<file path="config.mk">
export PLATFORM = sky130hd
export DESIGN_NAME = rsc_core
export DESIGN_NICKNAME = d
export VERILOG_FILES = /design/src/include/rsc_pkg.sv /design/src/hw/rsc_core.sv
export SDC_FILE = /design/constraint.sdc
export NUM_CORES = 2
export LEC_CHECK = 0
export ABC_AREA = 1
export BUFFER_PORTS_ARGS = -buffer_cell sky130_fd_sc_hd__buf_2
export CORE_MARGIN = 4
export CORE_UTILIZATION = 40
export DETAILED_ROUTE_END_ITERATION = 10
export PLACE_DENSITY = 0.6
export SKIP_LAST_GASP = 1
export SLEW_MARGIN = 20
export SYNTH_ARGS = -nofsm -noshare
export SYNTH_HDL_FRONTEND = slang
export SYNTH_SLANG_ARGS = --single-unit
</file>
<file path="constraint.sdc">
create_clock -name hclk -period 4.1 [get_ports hclk]
set_input_delay 0 -clock hclk [delete_from_list [all_inputs] [get_ports hclk]]
set_output_delay 0 -clock hclk [all_outputs]
set_load 0.02 [all_outputs]
</file>
<file path="src/include/rsc_pkg.sv">
package rsc_pkg;

  // ==========================================================================
  // Register map (byte addresses on the AHB-Lite bus)
  // ==========================================================================
  localparam logic [7:0]  ADDR_FRAMING   = 8'h00;
  localparam logic [7:0]  ADDR_RATE      = 8'h04;
  localparam logic [7:0]  ADDR_SCAN_DUR  = 8'h08;
  localparam logic [7:0]  ADDR_CCA_THR   = 8'h0c;
  localparam logic [7:0]  ADDR_CTRL      = 8'h10;
  localparam logic [7:0]  ADDR_STATUS    = 8'h14;
  localparam logic [7:0]  ADDR_ACT_DIV   = 8'h18;

  localparam int          CTRL_SCAN_BIT  = 0;
  localparam int          CTRL_EXIT_BIT  = 1;

  // ==========================================================================
  // Reset values and ranges
  // ==========================================================================
  localparam logic [1:0]  FRAMING_RST    = 2'h0;
  localparam logic [1:0]  FRAMING_MAX    = 2'h2;
  localparam logic [19:0] RATE_RST       = 20'h00003;
  localparam logic [19:0] RATE_CODE_MAX  = 20'h00007;
  localparam logic [19:0] RATE_MAX       = 20'h3d090;
  localparam logic [2:0]  SCAN_DUR_RST   = 3'h0;
  localparam logic [2:0]  SCAN_DUR_MAX   = 3'h6;
  localparam logic [6:0]  CCA_THR_RST    = 7'h2c;
  localparam logic [6:0]  CCA_THR_MAX    = 7'h50;

  // ==========================================================================
  // Scan constants
  // ==========================================================================
  localparam logic [15:0] BCAST_ADDR     = 16'hffff;
  localparam logic [15:0] BCAST_NET      = 16'hffff;
  localparam logic [7:0]  ADDR_MODE_SHORT = 8'h02;
  localparam logic [7:0]  ADDR_MODE_LONG  = 8'h03;
  localparam logic [4:0]  CHAN_CNT_STD   = 5'h10;
  localparam logic [4:0]  CHAN_CNT_HP    = 5'h0c;
  localparam logic [7:0]  CHAN_FIRST_STD = 8'h0b;
  localparam logic [7:0]  CHAN_FIRST_HP  = 8'h0c;
  localparam int          MAX_RECORDS    = 5;
  localparam int          FIELD_CNT      = 11;
  localparam logic [7:0]  CHAR_CR        = 8'h0d;
  localparam logic [7:0]  CHAR_O         = 8'h4f;
  localparam logic [7:0]  CHAR_K         = 8'h4b;

  // ==========================================================================
  // Timing
  // ==========================================================================
  localparam int          CLK_PERIOD_PS  = 10000;
  localparam longint      SCAN_BASE_PS   = 64'd15360000000;
  localparam int          SCAN_BASE_CYC  = int'(SCAN_BASE_PS / CLK_PERIOD_PS);
  // UART oversampling clock: 16 MHz reference divided by 16.
  localparam logic [19:0] UART_TICK_HZ   = 20'hf4240;
  localparam logic [16:0] DIV_RST        = 17'h00068;

  // ==========================================================================
  // Types
  // ==========================================================================
  typedef struct packed {
    logic       assoc_permit;
    logic       net_coord;
    logic       rsvd;
    logic       batt_ext;
    logic [3:0] final_slot;
    logic [3:0] sf_order;
    logic [3:0] bcn_order;
  } rsc_sf_spec_t;

  typedef struct packed {
    logic [63:0]  long_addr;
    logic [15:0]  short_addr;
    logic [15:0]  net_id;
    logic         sec_use;
    logic         acl_entry;
    logic         sec_fail;
    rsc_sf_spec_t sf_spec;
    logic         gts_permit;
    logic [7:0]   rssi_mag;
    logic [23:0]  timestamp;
  } rsc_beacon_t;

  typedef struct packed {
    rsc_beacon_t bcn;
    logic [7:0]  channel;
  } rsc_rec_t;

  typedef struct packed {
    logic [15:0] dst_addr;
    logic [15:0] net_id;
    logic [7:0]  channel;
  } rsc_bcn_req_t;

endpackage : rsc_pkg

</file>
<file path="src/hw/rsc_core.sv">
// Local design decisions: the register addresses and the AHB-Lite slave port.
`timescale 1ns/1ps
// Summary of operation
// - Framing mode: 0 transparent, 1 frames, 2 escaped; mode 2 adds no escapes and runs as mode 1.
// - Scan sends broadcast beacon request every channel.
// - Listen per channel 2^duration times 15.36 ms.
// - Scan covers 16 channels, or 12 high-power.
// - One record per beacon, five at most.
// - Record fields in fixed order, final CR.
// - Frame mode drops CRs; transparent ends fields.
// - Short address replaces serial when below 0xFFFF.
// - Address mode 0x02 short, 0x03 long.
// - Superframe spec bit layout fixed.
// - Signal strength as -dBm; timestamp three bytes.
// - Rate codes 0-7 select standard rates.
// - New rate waits for exit and OK.
// - Larger rate values up to 0x3D090 stored as the highest achievable rate not above them.
// - Rate read returns the stored value.
// - Code 7 runs at 111,111 baud.
// - Block transmission when channel energy exceeds threshold.
// - Threshold 0 to 0x50, resets 0x2C.
// - Exit command leaves command mode, applies rate.
module rsc_core #(
  parameter int SCAN_BASE_CYCLES = rsc_pkg::SCAN_BASE_CYC
) (
  input  wire logic                 hclk,
  input  wire logic                 hresetn,
  input  wire logic                 hsel,
  input  wire logic [31:0]          haddr,
  input  wire logic [1:0]           htrans,
  input  wire logic                 hwrite,
  input  wire logic [2:0]           hsize,
  input  wire logic [31:0]          hwdata,
  input  wire logic                 hready,
  output logic                      hreadyout,
  output logic [31:0]               hrdata,
  output logic                      hresp,
  input  wire logic                 high_power_pin,
  input  wire logic                 beacon_valid,
  input  wire rsc_pkg::rsc_beacon_t beacon_in,
  input  wire logic                 cca_req,
  input  wire logic [6:0]           cca_energy_mag,
  output logic                      cca_tx_go,
  output logic                      cca_tx_drop,
  output logic                      bcn_req_valid,
  output rsc_pkg::rsc_bcn_req_t     bcn_req,
  output logic                      resp_valid,
  output logic [7:0]                resp_data,
  input  wire logic                 resp_ready,
  output logic [1:0]                framing_mode,
  output logic [16:0]               uart_div,
  output logic                      cmd_mode
);

  // ==========================================================================
  // Helper functions
  // ==========================================================================
  function automatic logic [16:0] std_div(input logic [2:0] code);
    case (code)
      3'h0:    std_div = 17'h00341;
      3'h1:    std_div = 17'h001a1;
      3'h2:    std_div = 17'h000d0;
      3'h3:    std_div = 17'h00068;
      3'h4:    std_div = 17'h00034;
      3'h5:    std_div = 17'h0001a;
      3'h6:    std_div = 17'h00011;
      default: std_div = 17'h00009;
    endcase
  endfunction : std_div

  function automatic logic [16:0] near_div(input logic [19:0] rate);
    logic [20:0] num;
    // Divisor rounds up, so the stored rate never exceeds the request.
    num = {1'b0, rsc_pkg::UART_TICK_HZ} + {1'b0, rate} - 21'h1;
    near_div = 17'(num / {1'b0, rate});
  endfunction : near_div

  function automatic logic use_short(input rsc_pkg::rsc_rec_t r);
    use_short = r.bcn.short_addr < rsc_pkg::BCAST_ADDR;
  endfunction : use_short

  function automatic logic [3:0] fld_len(input rsc_pkg::rsc_rec_t r,
                                         input logic [3:0] f);
    case (f)
      4'h0:       fld_len = use_short(r) ? 4'h2 : 4'h8;
      4'h1, 4'h7: fld_len = 4'h2;
      4'ha:       fld_len = 4'h3;
      default:    fld_len = 4'h1;
    endcase
  endfunction : fld_len

  function automatic logic [63:0] fld_val(input rsc_pkg::rsc_rec_t r,
                                          input logic [3:0] f);
    case (f)
      4'h0:    fld_val = use_short(r) ? {48'h0, r.bcn.short_addr}
                                      : r.bcn.long_addr;
      4'h1:    fld_val = {48'h0, r.bcn.net_id};
      4'h2:    fld_val = {56'h0, use_short(r) ? rsc_pkg::ADDR_MODE_SHORT
                                              : rsc_pkg::ADDR_MODE_LONG};
      4'h3:    fld_val = {56'h0, r.channel};
      4'h4:    fld_val = {63'h0, r.bcn.sec_use};
      4'h5:    fld_val = {63'h0, r.bcn.acl_entry};
      4'h6:    fld_val = {63'h0, r.bcn.sec_fail};
      4'h7:    fld_val = {48'h0, r.bcn.sf_spec};
      4'h8:    fld_val = {63'h0, r.bcn.gts_permit};
      4'h9:    fld_val = {56'h0, r.bcn.rssi_mag};
      default: fld_val = {40'h0, r.bcn.timestamp};
    endcase
  endfunction : fld_val

  // ==========================================================================
  // Declarations
  // ==========================================================================
  typedef enum logic [2:0] {
    ST_IDLE, ST_REQ, ST_LISTEN, ST_FIELD, ST_SEP, ST_FINAL, ST_OK, ST_APPLY
  } rsc_state_t;

  rsc_state_t        state_ff;
  logic              hp_meta_ff;
  logic              hp_sync_ff;
  logic              wr_pend_ff;
  logic [7:0]        wr_addr_ff;
  logic [1:0]        framing_ff;
  logic [19:0]       rate_stored_ff;
  logic [16:0]       pend_div_ff;
  logic [16:0]       act_div_ff;
  logic [2:0]        scan_dur_ff;
  logic [6:0]        cca_thr_ff;
  logic              cmd_mode_ff;
  logic              scan_go_ff;
  logic              exit_go_ff;
  logic [4:0]        chan_left_ff;
  logic [7:0]        chan_ff;
  logic [27:0]       timer_ff;
  rsc_pkg::rsc_rec_t recs_ff [rsc_pkg::MAX_RECORDS];
  logic [2:0]        rec_cnt_ff;
  logic [2:0]        rec_idx_ff;
  logic [3:0]        fld_ff;
  logic [3:0]        byte_ff;
  logic [1:0]        ok_idx_ff;
  logic              bcn_req_valid_ff;
  logic              resp_valid_ff;
  logic [7:0]        resp_data_ff;
  logic              cca_go_ff;
  logic              cca_drop_ff;
  logic [31:0]       hrdata_ff;
  logic              addr_ok;
  logic              resp_free;
  logic              last_byte;
  logic              last_fld;
  logic [3:0]        cur_len;
  logic [63:0]       cur_val;
  logic [7:0]        cur_byte;
  logic [31:0]       nxt_rdata;
  logic [27:0]       listen_cyc;

  assign addr_ok    = hsel && htrans[1] && hready;
  assign resp_free  = !resp_valid_ff || resp_ready;
  assign cur_len    = fld_len(recs_ff[rec_idx_ff], fld_ff);
  assign cur_val    = fld_val(recs_ff[rec_idx_ff], fld_ff);
  assign cur_byte   = 8'(cur_val >> {byte_ff, 3'h0});
  assign last_byte  = byte_ff == 4'h0;
  assign last_fld   = fld_ff == 4'(rsc_pkg::FIELD_CNT - 1);
  assign listen_cyc = 28'(SCAN_BASE_CYCLES) << scan_dur_ff;

  // ==========================================================================
  // Pin synchroniser
  // ==========================================================================
  always_ff @(posedge hclk or negedge hresetn)
  begin
    if (!hresetn)
    begin
      hp_meta_ff <= 1'b0;
      hp_sync_ff <= 1'b0;
    end
    else
    begin
      hp_meta_ff <= high_power_pin;
      hp_sync_ff <= hp_meta_ff;
    end
  end

  // ==========================================================================
  // AHB-Lite slave: zero wait states, always OKAY
  // ==========================================================================
  always_comb
  begin
    nxt_rdata = 32'h0;
    if (haddr[7:0] == rsc_pkg::ADDR_FRAMING)
      nxt_rdata = {30'h0, framing_ff};
    else if (haddr[7:0] == rsc_pkg::ADDR_RATE)
      nxt_rdata = {12'h0, rate_stored_ff};
    else if (haddr[7:0] == rsc_pkg::ADDR_SCAN_DUR)
      nxt_rdata = {29'h0, scan_dur_ff};
    else if (haddr[7:0] == rsc_pkg::ADDR_CCA_THR)
      nxt_rdata = {25'h0, cca_thr_ff};
    else if (haddr[7:0] == rsc_pkg::ADDR_STATUS)
      nxt_rdata = {11'h0, hp_sync_ff, chan_ff, 1'b0, rec_cnt_ff, 4'h0,
                   cmd_mode_ff, state_ff};
    else if (haddr[7:0] == rsc_pkg::ADDR_ACT_DIV)
      nxt_rdata = {15'h0, act_div_ff};
  end

  always_ff @(posedge hclk or negedge hresetn)
  begin
    if (!hresetn)
    begin
      wr_pend_ff <= 1'b0;
      wr_addr_ff <= 8'h0;
      hrdata_ff  <= 32'h0;
    end
    else
    begin
      wr_pend_ff <= addr_ok && hwrite && haddr[31:8] == 24'h0;
      wr_addr_ff <= haddr[7:0];
      if (addr_ok && !hwrite)
        hrdata_ff <= haddr[31:8] == 24'h0 ? nxt_rdata : 32'h0;
    end
  end

  // ==========================================================================
  // Configuration registers; out-of-range writes are ignored
  // ==========================================================================
  always_ff @(posedge hclk or negedge hresetn)
  begin
    if (!hresetn)
    begin
      framing_ff  <= rsc_pkg::FRAMING_RST;
      scan_dur_ff <= rsc_pkg::SCAN_DUR_RST;
      cca_thr_ff  <= rsc_pkg::CCA_THR_RST;
    end
    else if (wr_pend_ff)
    begin
      if (wr_addr_ff == rsc_pkg::ADDR_FRAMING &&
          hwdata[31:0] <= {30'h0, rsc_pkg::FRAMING_MAX})
        framing_ff <= hwdata[1:0];
      else if (wr_addr_ff == rsc_pkg::ADDR_SCAN_DUR &&
               hwdata <= {29'h0, rsc_pkg::SCAN_DUR_MAX})
        scan_dur_ff <= hwdata[2:0];
      else if (wr_addr_ff == rsc_pkg::ADDR_CCA_THR &&
               hwdata <= {25'h0, rsc_pkg::CCA_THR_MAX})
        cca_thr_ff <= hwdata[6:0];
    end
  end

  // The written rate is rounded to a reachable divisor at once, but the UART
  // keeps its old divisor so the host can still read the OK answer.
  always_ff @(posedge hclk or negedge hresetn)
  begin
    if (!hresetn)
    begin
      rate_stored_ff <= rsc_pkg::RATE_RST;
      pend_div_ff    <= rsc_pkg::DIV_RST;
    end
    else if (wr_pend_ff && wr_addr_ff == rsc_pkg::ADDR_RATE)
    begin
      if (hwdata <= {12'h0, rsc_pkg::RATE_CODE_MAX})
      begin
        rate_stored_ff <= hwdata[19:0];
        pend_div_ff    <= std_div(hwdata[2:0]);
      end
      else if (hwdata <= {12'h0, rsc_pkg::RATE_MAX})
      begin
        pend_div_ff    <= near_div(hwdata[19:0]);
        rate_stored_ff <= 20'(rsc_pkg::UART_TICK_HZ /
                              {3'h0, near_div(hwdata[19:0])});
      end
    end
  end

  // Command strobes; a strobe arriving while busy waits for the idle state.
  always_ff @(posedge hclk or negedge hresetn)
  begin
    if (!hresetn)
    begin
      scan_go_ff <= 1'b0;
      exit_go_ff <= 1'b0;
    end
    else
    begin
      if (wr_pend_ff && wr_addr_ff == rsc_pkg::ADDR_CTRL &&
          hwdata[rsc_pkg::CTRL_SCAN_BIT])
        scan_go_ff <= 1'b1;
      else if (state_ff == ST_IDLE && !exit_go_ff)
        scan_go_ff <= 1'b0;
      if (wr_pend_ff && wr_addr_ff == rsc_pkg::ADDR_CTRL &&
          hwdata[rsc_pkg::CTRL_EXIT_BIT])
        exit_go_ff <= 1'b1;
      else if (state_ff == ST_IDLE)
        exit_go_ff <= 1'b0;
    end
  end

  // ==========================================================================
  // Scan, record streaming and exit sequencing
  // ==========================================================================
  always_ff @(posedge hclk or negedge hresetn)
  begin
    if (!hresetn)
    begin
      state_ff         <= ST_IDLE;
      chan_left_ff     <= 5'h0;
      chan_ff          <= 8'h0;
      timer_ff         <= 28'h0;
      rec_idx_ff       <= 3'h0;
      fld_ff           <= 4'h0;
      byte_ff          <= 4'h0;
      ok_idx_ff        <= 2'h0;
      bcn_req_valid_ff <= 1'b0;
      cmd_mode_ff      <= 1'b1;
      act_div_ff       <= rsc_pkg::DIV_RST;
    end
    else
    begin
      bcn_req_valid_ff <= 1'b0;
      case (state_ff)
        ST_IDLE:
          if (exit_go_ff)
          begin
            ok_idx_ff <= 2'h0;
            state_ff  <= ST_OK;
          end
          else if (scan_go_ff)
          begin
            chan_left_ff <= hp_sync_ff ? rsc_pkg::CHAN_CNT_HP
                                       : rsc_pkg::CHAN_CNT_STD;
            chan_ff      <= hp_sync_ff ? rsc_pkg::CHAN_FIRST_HP
                                       : rsc_pkg::CHAN_FIRST_STD;
            state_ff     <= ST_REQ;
          end
        ST_REQ:
        begin
          bcn_req_valid_ff <= 1'b1;
          timer_ff         <= listen_cyc - 28'h1;
          state_ff         <= ST_LISTEN;
        end
        ST_LISTEN:
          if (timer_ff != 28'h0)
            timer_ff <= timer_ff - 28'h1;
          else if (chan_left_ff != 5'h1)
          begin
            chan_left_ff <= chan_left_ff - 5'h1;
            chan_ff      <= chan_ff + 8'h1;
            state_ff     <= ST_REQ;
          end
          else
          begin
            rec_idx_ff <= 3'h0;
            fld_ff     <= 4'h0;
            byte_ff    <= fld_len(recs_ff[0], 4'h0) - 4'h1;
            state_ff   <= rec_cnt_ff == 3'h0 ? ST_FINAL : ST_FIELD;
          end
        ST_FIELD:
          if (resp_free)
          begin
            if (!last_byte)
              byte_ff <= byte_ff - 4'h1;
            else if (framing_ff == rsc_pkg::FRAMING_RST)
              state_ff <= ST_SEP;
            else
              state_ff <= ST_SEP;
          end
        ST_SEP:
          if (resp_free || framing_ff != rsc_pkg::FRAMING_RST)
          begin
            if (!last_fld)
            begin
              fld_ff   <= fld_ff + 4'h1;
              byte_ff  <= fld_len(recs_ff[rec_idx_ff], fld_ff + 4'h1) - 4'h1;
              state_ff <= ST_FIELD;
            end
            else if (rec_idx_ff + 3'h1 != rec_cnt_ff)
            begin
              rec_idx_ff <= rec_idx_ff + 3'h1;
              fld_ff     <= 4'h0;
              byte_ff    <= fld_len(recs_ff[rec_idx_ff + 3'h1], 4'h0) - 4'h1;
              state_ff   <= ST_FIELD;
            end
            else
              state_ff <= ST_FINAL;
          end
        ST_FINAL:
          if (resp_free || framing_ff != rsc_pkg::FRAMING_RST)
            state_ff <= ST_IDLE;
        ST_OK:
          if (resp_free)
          begin
            ok_idx_ff <= ok_idx_ff + 2'h1;
            if (ok_idx_ff == 2'h2)
              state_ff <= ST_APPLY;
          end
        ST_APPLY:
          // Wait until the final OK byte has been taken before switching.
          if (!resp_valid_ff)
          begin
            act_div_ff  <= pend_div_ff;
            cmd_mode_ff <= 1'b0;
            state_ff    <= ST_IDLE;
          end
        default:
          state_ff <= ST_IDLE;
      endcase
    end
  end

  // ==========================================================================
  // Beacon capture; later beacons beyond the limit are dropped
  // ==========================================================================
  always_ff @(posedge hclk or negedge hresetn)
  begin
    if (!hresetn)
    begin
      rec_cnt_ff <= 3'h0;
      for (int i = 0; i < rsc_pkg::MAX_RECORDS; i++)
        recs_ff[i] <= '0;
    end
    else if (state_ff == ST_IDLE && scan_go_ff && !exit_go_ff)
      rec_cnt_ff <= 3'h0;
    else if (state_ff == ST_LISTEN && beacon_valid &&
             rec_cnt_ff != 3'(rsc_pkg::MAX_RECORDS))
    begin
      recs_ff[rec_cnt_ff] <= '{bcn: beacon_in, channel: chan_ff};
      rec_cnt_ff          <= rec_cnt_ff + 3'h1;
    end
  end

  // ==========================================================================
  // Response byte stream toward the host UART
  // ==========================================================================
  always_ff @(posedge hclk or negedge hresetn)
  begin
    if (!hresetn)
    begin
      resp_valid_ff <= 1'b0;
      resp_data_ff  <= 8'h0;
    end
    else if (resp_free)
    begin
      resp_valid_ff <= 1'b0;
      if (state_ff == ST_FIELD)
      begin
        resp_valid_ff <= 1'b1;
        resp_data_ff  <= cur_byte;
      end
      else if ((state_ff == ST_SEP || state_ff == ST_FINAL) &&
               framing_ff == rsc_pkg::FRAMING_RST)
      begin
        resp_valid_ff <= 1'b1;
        resp_data_ff  <= rsc_pkg::CHAR_CR;
      end
      else if (state_ff == ST_OK)
      begin
        resp_valid_ff <= 1'b1;
        resp_data_ff  <= ok_idx_ff == 2'h0 ? rsc_pkg::CHAR_O :
                         ok_idx_ff == 2'h1 ? rsc_pkg::CHAR_K :
                                             rsc_pkg::CHAR_CR;
      end
    end
  end

  // ==========================================================================
  // Clear-channel gate: a smaller magnitude means a stronger signal
  // ==========================================================================
  always_ff @(posedge hclk or negedge hresetn)
  begin
    if (!hresetn)
    begin
      cca_go_ff   <= 1'b0;
      cca_drop_ff <= 1'b0;
    end
    else
    begin
      cca_go_ff   <= cca_req && cca_energy_mag >= cca_thr_ff;
      cca_drop_ff <= cca_req && cca_energy_mag < cca_thr_ff;
    end
  end

  // ==========================================================================
  // Outputs
  // ==========================================================================
  assign hreadyout     = 1'b1 | wr_pend_ff & 1'b0;
  assign hresp         = 1'b0;
  assign hrdata        = hrdata_ff;
  assign cca_tx_go     = cca_go_ff;
  assign cca_tx_drop   = cca_drop_ff;
  assign bcn_req_valid = bcn_req_valid_ff;
  assign bcn_req       = '{dst_addr: rsc_pkg::BCAST_ADDR,
                           net_id:   rsc_pkg::BCAST_NET,
                           channel:  chan_ff};
  assign resp_valid    = resp_valid_ff;
  assign resp_data     = resp_data_ff;
  assign framing_mode  = framing_ff;
  assign uart_div      = act_div_ff;
  assign cmd_mode      = cmd_mode_ff;

endmodule : rsc_core

</file>
======== Word-level counts from Yosys, hierarchy flattened ========
Cells that the tools add are included.
word-level totals
  logic and storage cells ................. 381
  latch bits .............................. 0
  bits in read-only memories .............. 0
  register bits ........................... 964
  RAM bits ................................ 0
  memories kept ........................... 0
  output and inout port bits .............. 106
operators by class
  $mul .................................... 0
  shifts and indexed selects .............. 2
  magnitude comparators ................... 14
  div/mod/pow operators ................... 2
  equal/unequal tests ..................... 59
  multiplexer cells ....................... 105
  bitwise logic cells ..................... 7
  add/sub/neg operators ................... 14
  reduce and logical (&&, ||, !) cells .... 65
operators by type and width
  kind                     number
  $bmux W156 S3            2
  $bwmux W780              1
  $pmux W64 S10            1
  $demux W156 S3           1
  $mux W156                3
  $mux W92                 2
  $mux W21                 5
  $mux W4                  25
  $pmux W10 S7             1
  $mux W3                  22
  $le A32 B3 Y1 const B    2
  $mux W64                 1
  $shr A64 B7 Y8           1
  $mux W8                  7
  $pmux W28 S2             1
  $sub A28 B1 Y28 const B  2
  $mux W17                 3
  $lt A16 B16 Y1 const B   3
  $mux W20                 2
  $ne A2 B2 Y1 const B     17
  $eq A8 B4 Y1 const B     4
  $le A32 B18 Y1 const B   1
  $le A32 B2 Y1 const B    1
  $le A32 B7 Y1 const B    1
  63 further kinds         159

======== Depth between registers and ports, before layout ========
  depth in word-level cells ............... 16
  gate-level depth with buffers ........... 578

======== Worst setup path after synthesis ========
Ideal clock, no wire load.
  path kind ............................... input-to-reg
  start point ............................. input hwdata[0]
  end point ............................... register rate_stored_ff[0]
  stages .................................. 538
  required time ........................... 4.039 ns
  arrival time ............................ 70.311 ns
  slack ................................... -66.271 ns
  path through ............................ buf_2 > inv_1 > ha_1 > nand2_1 > nor2_1 > nor2_1 > nor2_1 > inv_1 > ha_1 > nor2_1 > nor2_1 > nand3_1 > nand2_1 > ha_1 > o21ai_0 > a21oi_1 > nand2_1 > inv_1 > (+502 left out) > inv_1 > nand3_2 > buf_4 > nor2_1 > a21oi_1 > ha_1 > nand4_1 > nor3_1 > nand2_1 > nor3_1 > nand3_1 > o2111ai_1 > inv_1 > nand2_1 > nand2_1 > nand2_1 > nand2_1 > nand2_1
between the ends
  word-level cells in the longest chain between the ends .. 6
RTL lines
  element               RTL line         RTL
  from (decl)           rsc_core.sv:33   input wire logic [31:0] hwdata,
  $add A20 B20 Y21      rsc_core.sv:74   num = {1'b0, rsc_pkg::UART_TICK_HZ} + {1'b0, rate} - 21'h1;
  $sub A21 B1 Y21       rsc_core.sv:74
  $div A21 B20 Y21      rsc_core.sv:75   near_div = 17'(num / {1'b0, rate});
  $div A20 B17 Y20      rsc_core.sv:265  rate_stored_ff <= 20'(rsc_pkg::UART_TICK_HZ /
  $mux W20              rsc_core.sv:262  else if (hwdata <= {12'h0, rsc_pkg::RATE_MAX})
  $mux W20              rsc_core.sv:257  if (hwdata <= {12'h0, rsc_pkg::RATE_CODE_MAX})
  to (signal assigned)  rsc_core.sv:252  rate_stored_ff <= rsc_pkg::RATE_RST;
  to (signal assigned)  rsc_core.sv:259  rate_stored_ff <= hwdata[19:0];
  to (signal assigned)  rsc_core.sv:265
  to (decl)             rsc_core.sv:124  logic [19:0] rate_stored_ff;
Several ways; a longest one is shown, not always the timed one. The select of a mux whose other input is x is not followed.
A chain may end at the register's enable or synchronous reset.

======== Worst setup path after layout ========
  start point ............................. input hwdata[1]
  end point ............................... register rate_stored_ff[0]
Same word-level chain as after synthesis.

==> impl_metrics.toml <==
[outcome]
run_status = "finished with violations"
violations = "setup timing"

[logic_synthesis]
ys_seq_area_share_pct = 36.1
synth_flop_cell = "dfrtp_1"
synth.cell_area_sq_um = 66100
synth.distinct_cells = 92
syn_inst = 8965
synth-edff-count = 0
avgSynthCellArea_sq_um = 7.37
ys_warn_count = 0
ys_ff_latch = 953
synthArstFlopShare_pct = 100

[route]
drt_iter0_drc = 5758
wl_met2_um = 129000
top_layer_used = "met5"
firstDrtPassIters = 7
via_per_inst = 5.38
wl_um = 265000
routed-wl-met3_um = 14500
wl_met1_um = 106000
vias = 72600
drcViolationCount = 0
routedWlPerCell_um = 19.7
ant_nets = 0

[sta]
fin_crit_sh_pct = 1510
slew_violations = 0
setup_viol = 38
fin_skew_ns = 0.0465
max_freq_ghz = 0.0162
fin_ws_ns = -57.65
finalCriticalPeriod_ns = 61.75
worst_slew_pin_slew_ns = 1.17
hold_viol = 0
slew_headroom_pct = 21.8
grt_setup_unrepaired = "true"
setup-tns-final_ns = -1092.23

[worst_setup_path]
path_class = "in -> reg"
crit_end = "rate_stored_ff[0]"
crit_path_max_fanout = 13
start_kind = "primary input"
r2r-end = "resp_data[6]"
crit_path_end_kind = "flip-flop"
r2r-start = "rec_idx_ff[0]"
crit_path_top_delay_cell = "or3_4"
rrSetupSlack_ns = -0.12
critical_path.startpoint = "hwdata[1]"
crit_top_cell = "nand2_2"
crit_arrival_ns = 62.40
worstRegToRegCells = 17
cp.required_ns = 4.75
cp_slowest_stage_delay_ns = 0.42

[clocking]
cts_tree = "done"
clock-root-buffer = "clkbuf_16"
cts_max_level = 3
cts_max_path_buffers = 3
cts_num_sinks = 953
clk_latency_ns = 0.72
cts-buffers-inserted = 97
clk_pin_slew_ns = 0.07

[final_layout]
layout-drive-gt1-share_pct = 32.0
final_cell_mix = "2043 x nand2_1, 2020 x buf_4, 1240 x o21ai_0"
final_cells = 13500
fin_util_pct = 58.1
syn_to_final_growth_pct = 43.8
n_fill_cell = 14600
nNetsFinal = 11900
layout_commonest_cell = "nand2_1"

[placement]
gp_congestion = 0.946
place_inst = 12600
io_buffers = 289
dp_hpwl_um = 180000
pre_cts_ws_ns = -59.42

[die]
die_h_um = 414
num_io_pins = 339
fp.coreArea_sq_um = 164000
num_rows = 148
dieArea_sq_um = 172000
initial_core_util_pct = 40.4
dieWidth_um = 414

[global_route]
grt_first_pass_wirelength_um = 402000
antenna_found_initial = 9
grtUsageTotal_pct = 29.1
grt-ovfl-total = 0
grt_pass1_vias = 70500
grt_max_degree = 219

[hold_path]
whs_path_depth = 2
hp-class = "in -> reg"

[run]
cap_violations = 0
-- layer usage --
| layer | global-route usage, % | vias to the layer above |
|---|---|---|
| li1 | - | 34600 |
| met1 | 35.9 | 34900 |
| met2 | 50.5 | 2406 |
| met3 | 3.41 | 647 |
| met4 | 14.3 | 6 |
| met5 | 0 | - |
-- cells by family after synthesis --
family | synth area share, %
AND/OR/NAND/NOR | 21.7
AO/OA/AOI/OAI | 21.2
buffers and inverters | 8.09
flip-flops | 36.1
adder cells (fa/ha/maj) | 8.26
XOR/XNOR | 4.20
multiplexers | 0.472
other | 0.0114
-- synth_stat cells (all sizes together) (11+ instances only) --
| library cell | number | area share, % |
|---|---|---|
| nand2 | 2262 | 13 |
| o21ai | 1454 | 11 |
| dfrtp | 941 | 36 |
| inv | 860 | 4.9 |
| nor2 | 567 | 3.4 |
| a21oi | 486 | 3.8 |
| ha | 436 | 8.3 |
| clkbuf | 354 | 2.0 |
| nand3 | 343 | 2.7 |
| xor2 | 188 | 2.5 |
| xnor2 | 129 | 1.7 |
| buf | 109 | 1.1 |
| nor3 | 79 | 0.62 |
| o22ai | 70 | 0.66 |
| nand4 | 68 | 0.64 |
| nor4 | 43 | 0.41 |
| or2 | 42 | 0.40 |
| a31oi | 40 | 0.39 |
| o21bai | 34 | 0.41 |
| a211oi | 33 | 0.37 |
| o211ai | 33 | 0.38 |
| mux2i | 30 | 0.45 |
| o31ai | 30 | 0.37 |
| a22oi | 29 | 0.33 |
| a32o | 29 | 0.44 |
| o221ai | 29 | 0.38 |
| a221oi | 28 | 0.40 |
| a21o | 24 | 0.27 |
| a32oi | 24 | 0.32 |
| a221o | 23 | 0.35 |
| o41ai | 16 | 0.21 |
| clkinv | 13 | 0.083 |
| o2111ai | 13 | 0.17 |
| a22o | 12 | 0.16 |
| dfstp | 12 | 0.48 |
| nand3b | 12 | 0.14 |
| a211o | 11 | 0.15 |
-- how the worst min path moves through the flow --
| stage | startpoint | to | slack (ns) |
|---|---|---|---|
| finish | haddr[2] | wr_addr_ff[2] | 0.04 |
| global route | hwdata[0] | rate_stored_ff[0] | 0.03 |
| CTS | cca_energy_mag[6] | cca_tx_go | 0.003 |
| detailed placement | hresetn | recs_ff[551] | 0.11 |
| global placement | high_power_pin | hp_meta_ff | 0.12 |
| floorplan | hresetn | bcn_req_valid | -0.30 |
-- what timing repair did --
| item | 4_1_cts | 5_1_grt |
|---|---|---|
| setup buffers | 436 | 145 |
| pin swaps | 324 | 399 |
| hold buffers | 181 | 0 |
| gates resized for setup | 460 | 488 |
| setup endpoints to repair | 37 | 42 |
| endpoints found under the hold margin | 1147 | 0 |
| cloned | 8 | 1 |
-- final cells by class --
cell class                      count  area [sq um]  area share, %
Antenna cell                        7          17.5         0.0184
Clock buffer                      145          2810           2.96
Clock inverter                     29           394          0.415
Inverter                          874          3440           3.62
Multi-Input combinational cell   6720         41900           44.1
Sequential cell                   953         23900           25.1
Tap cell                         2175          2720           2.86
Timing Repair Buffer             2589         19900           20.9
Timing Repair inverter              4          30.0         0.0316
-- flip-flops by register name, indices dropped and copies added (netlist names), 3 cells and up --
| signal | cells |
|---|---|
| byte_ff | 4 |
| hrdata | 21 |
| rate_stored_ff | 20 |
| rec_cnt_ff | 3 |
| chan_left_ff | 5 |
| timer_ff | 28 |
| resp_data | 8 |
| uart_div | 17 |
| fld_ff | 4 |
| cca_thr_ff | 7 |
| scan_dur_ff | 3 |
| wr_addr_ff | 8 |
| chan_ff | 8 |
| state_ff | 3 |
| rec_idx_ff | 3 |
| recs_ff | 780 |
| pend_div_ff | 17 |
-- stage by stage --
stage / hold WS, ns / area [sq um]
floorplan: -0.296 / 67800
global placement: 0.124 / 81500
detailed placement: 0.114 / 81500
CTS: 0.00286 / 91700
global route: 0.0273 / 95000
finish: 0.0389 / 95000
-- worst max-delay path, delay by kind of cell --
| family | cells | cell delay [ns] |
|---|---|---|
| xor gates and xnor gates | 1 | 0.16 |
| adders and majority gates | 39 | 10.09 |
| and+or+nand+nor | 205 | 18.81 |
| buffers and inverters | 122 | 12.38 |
| AOI/OAI and AO/OA | 142 | 20.72 |
Power is not shown: default switching activity piles up to over one toggle a cycle in this logic, so the estimate is an artifact.
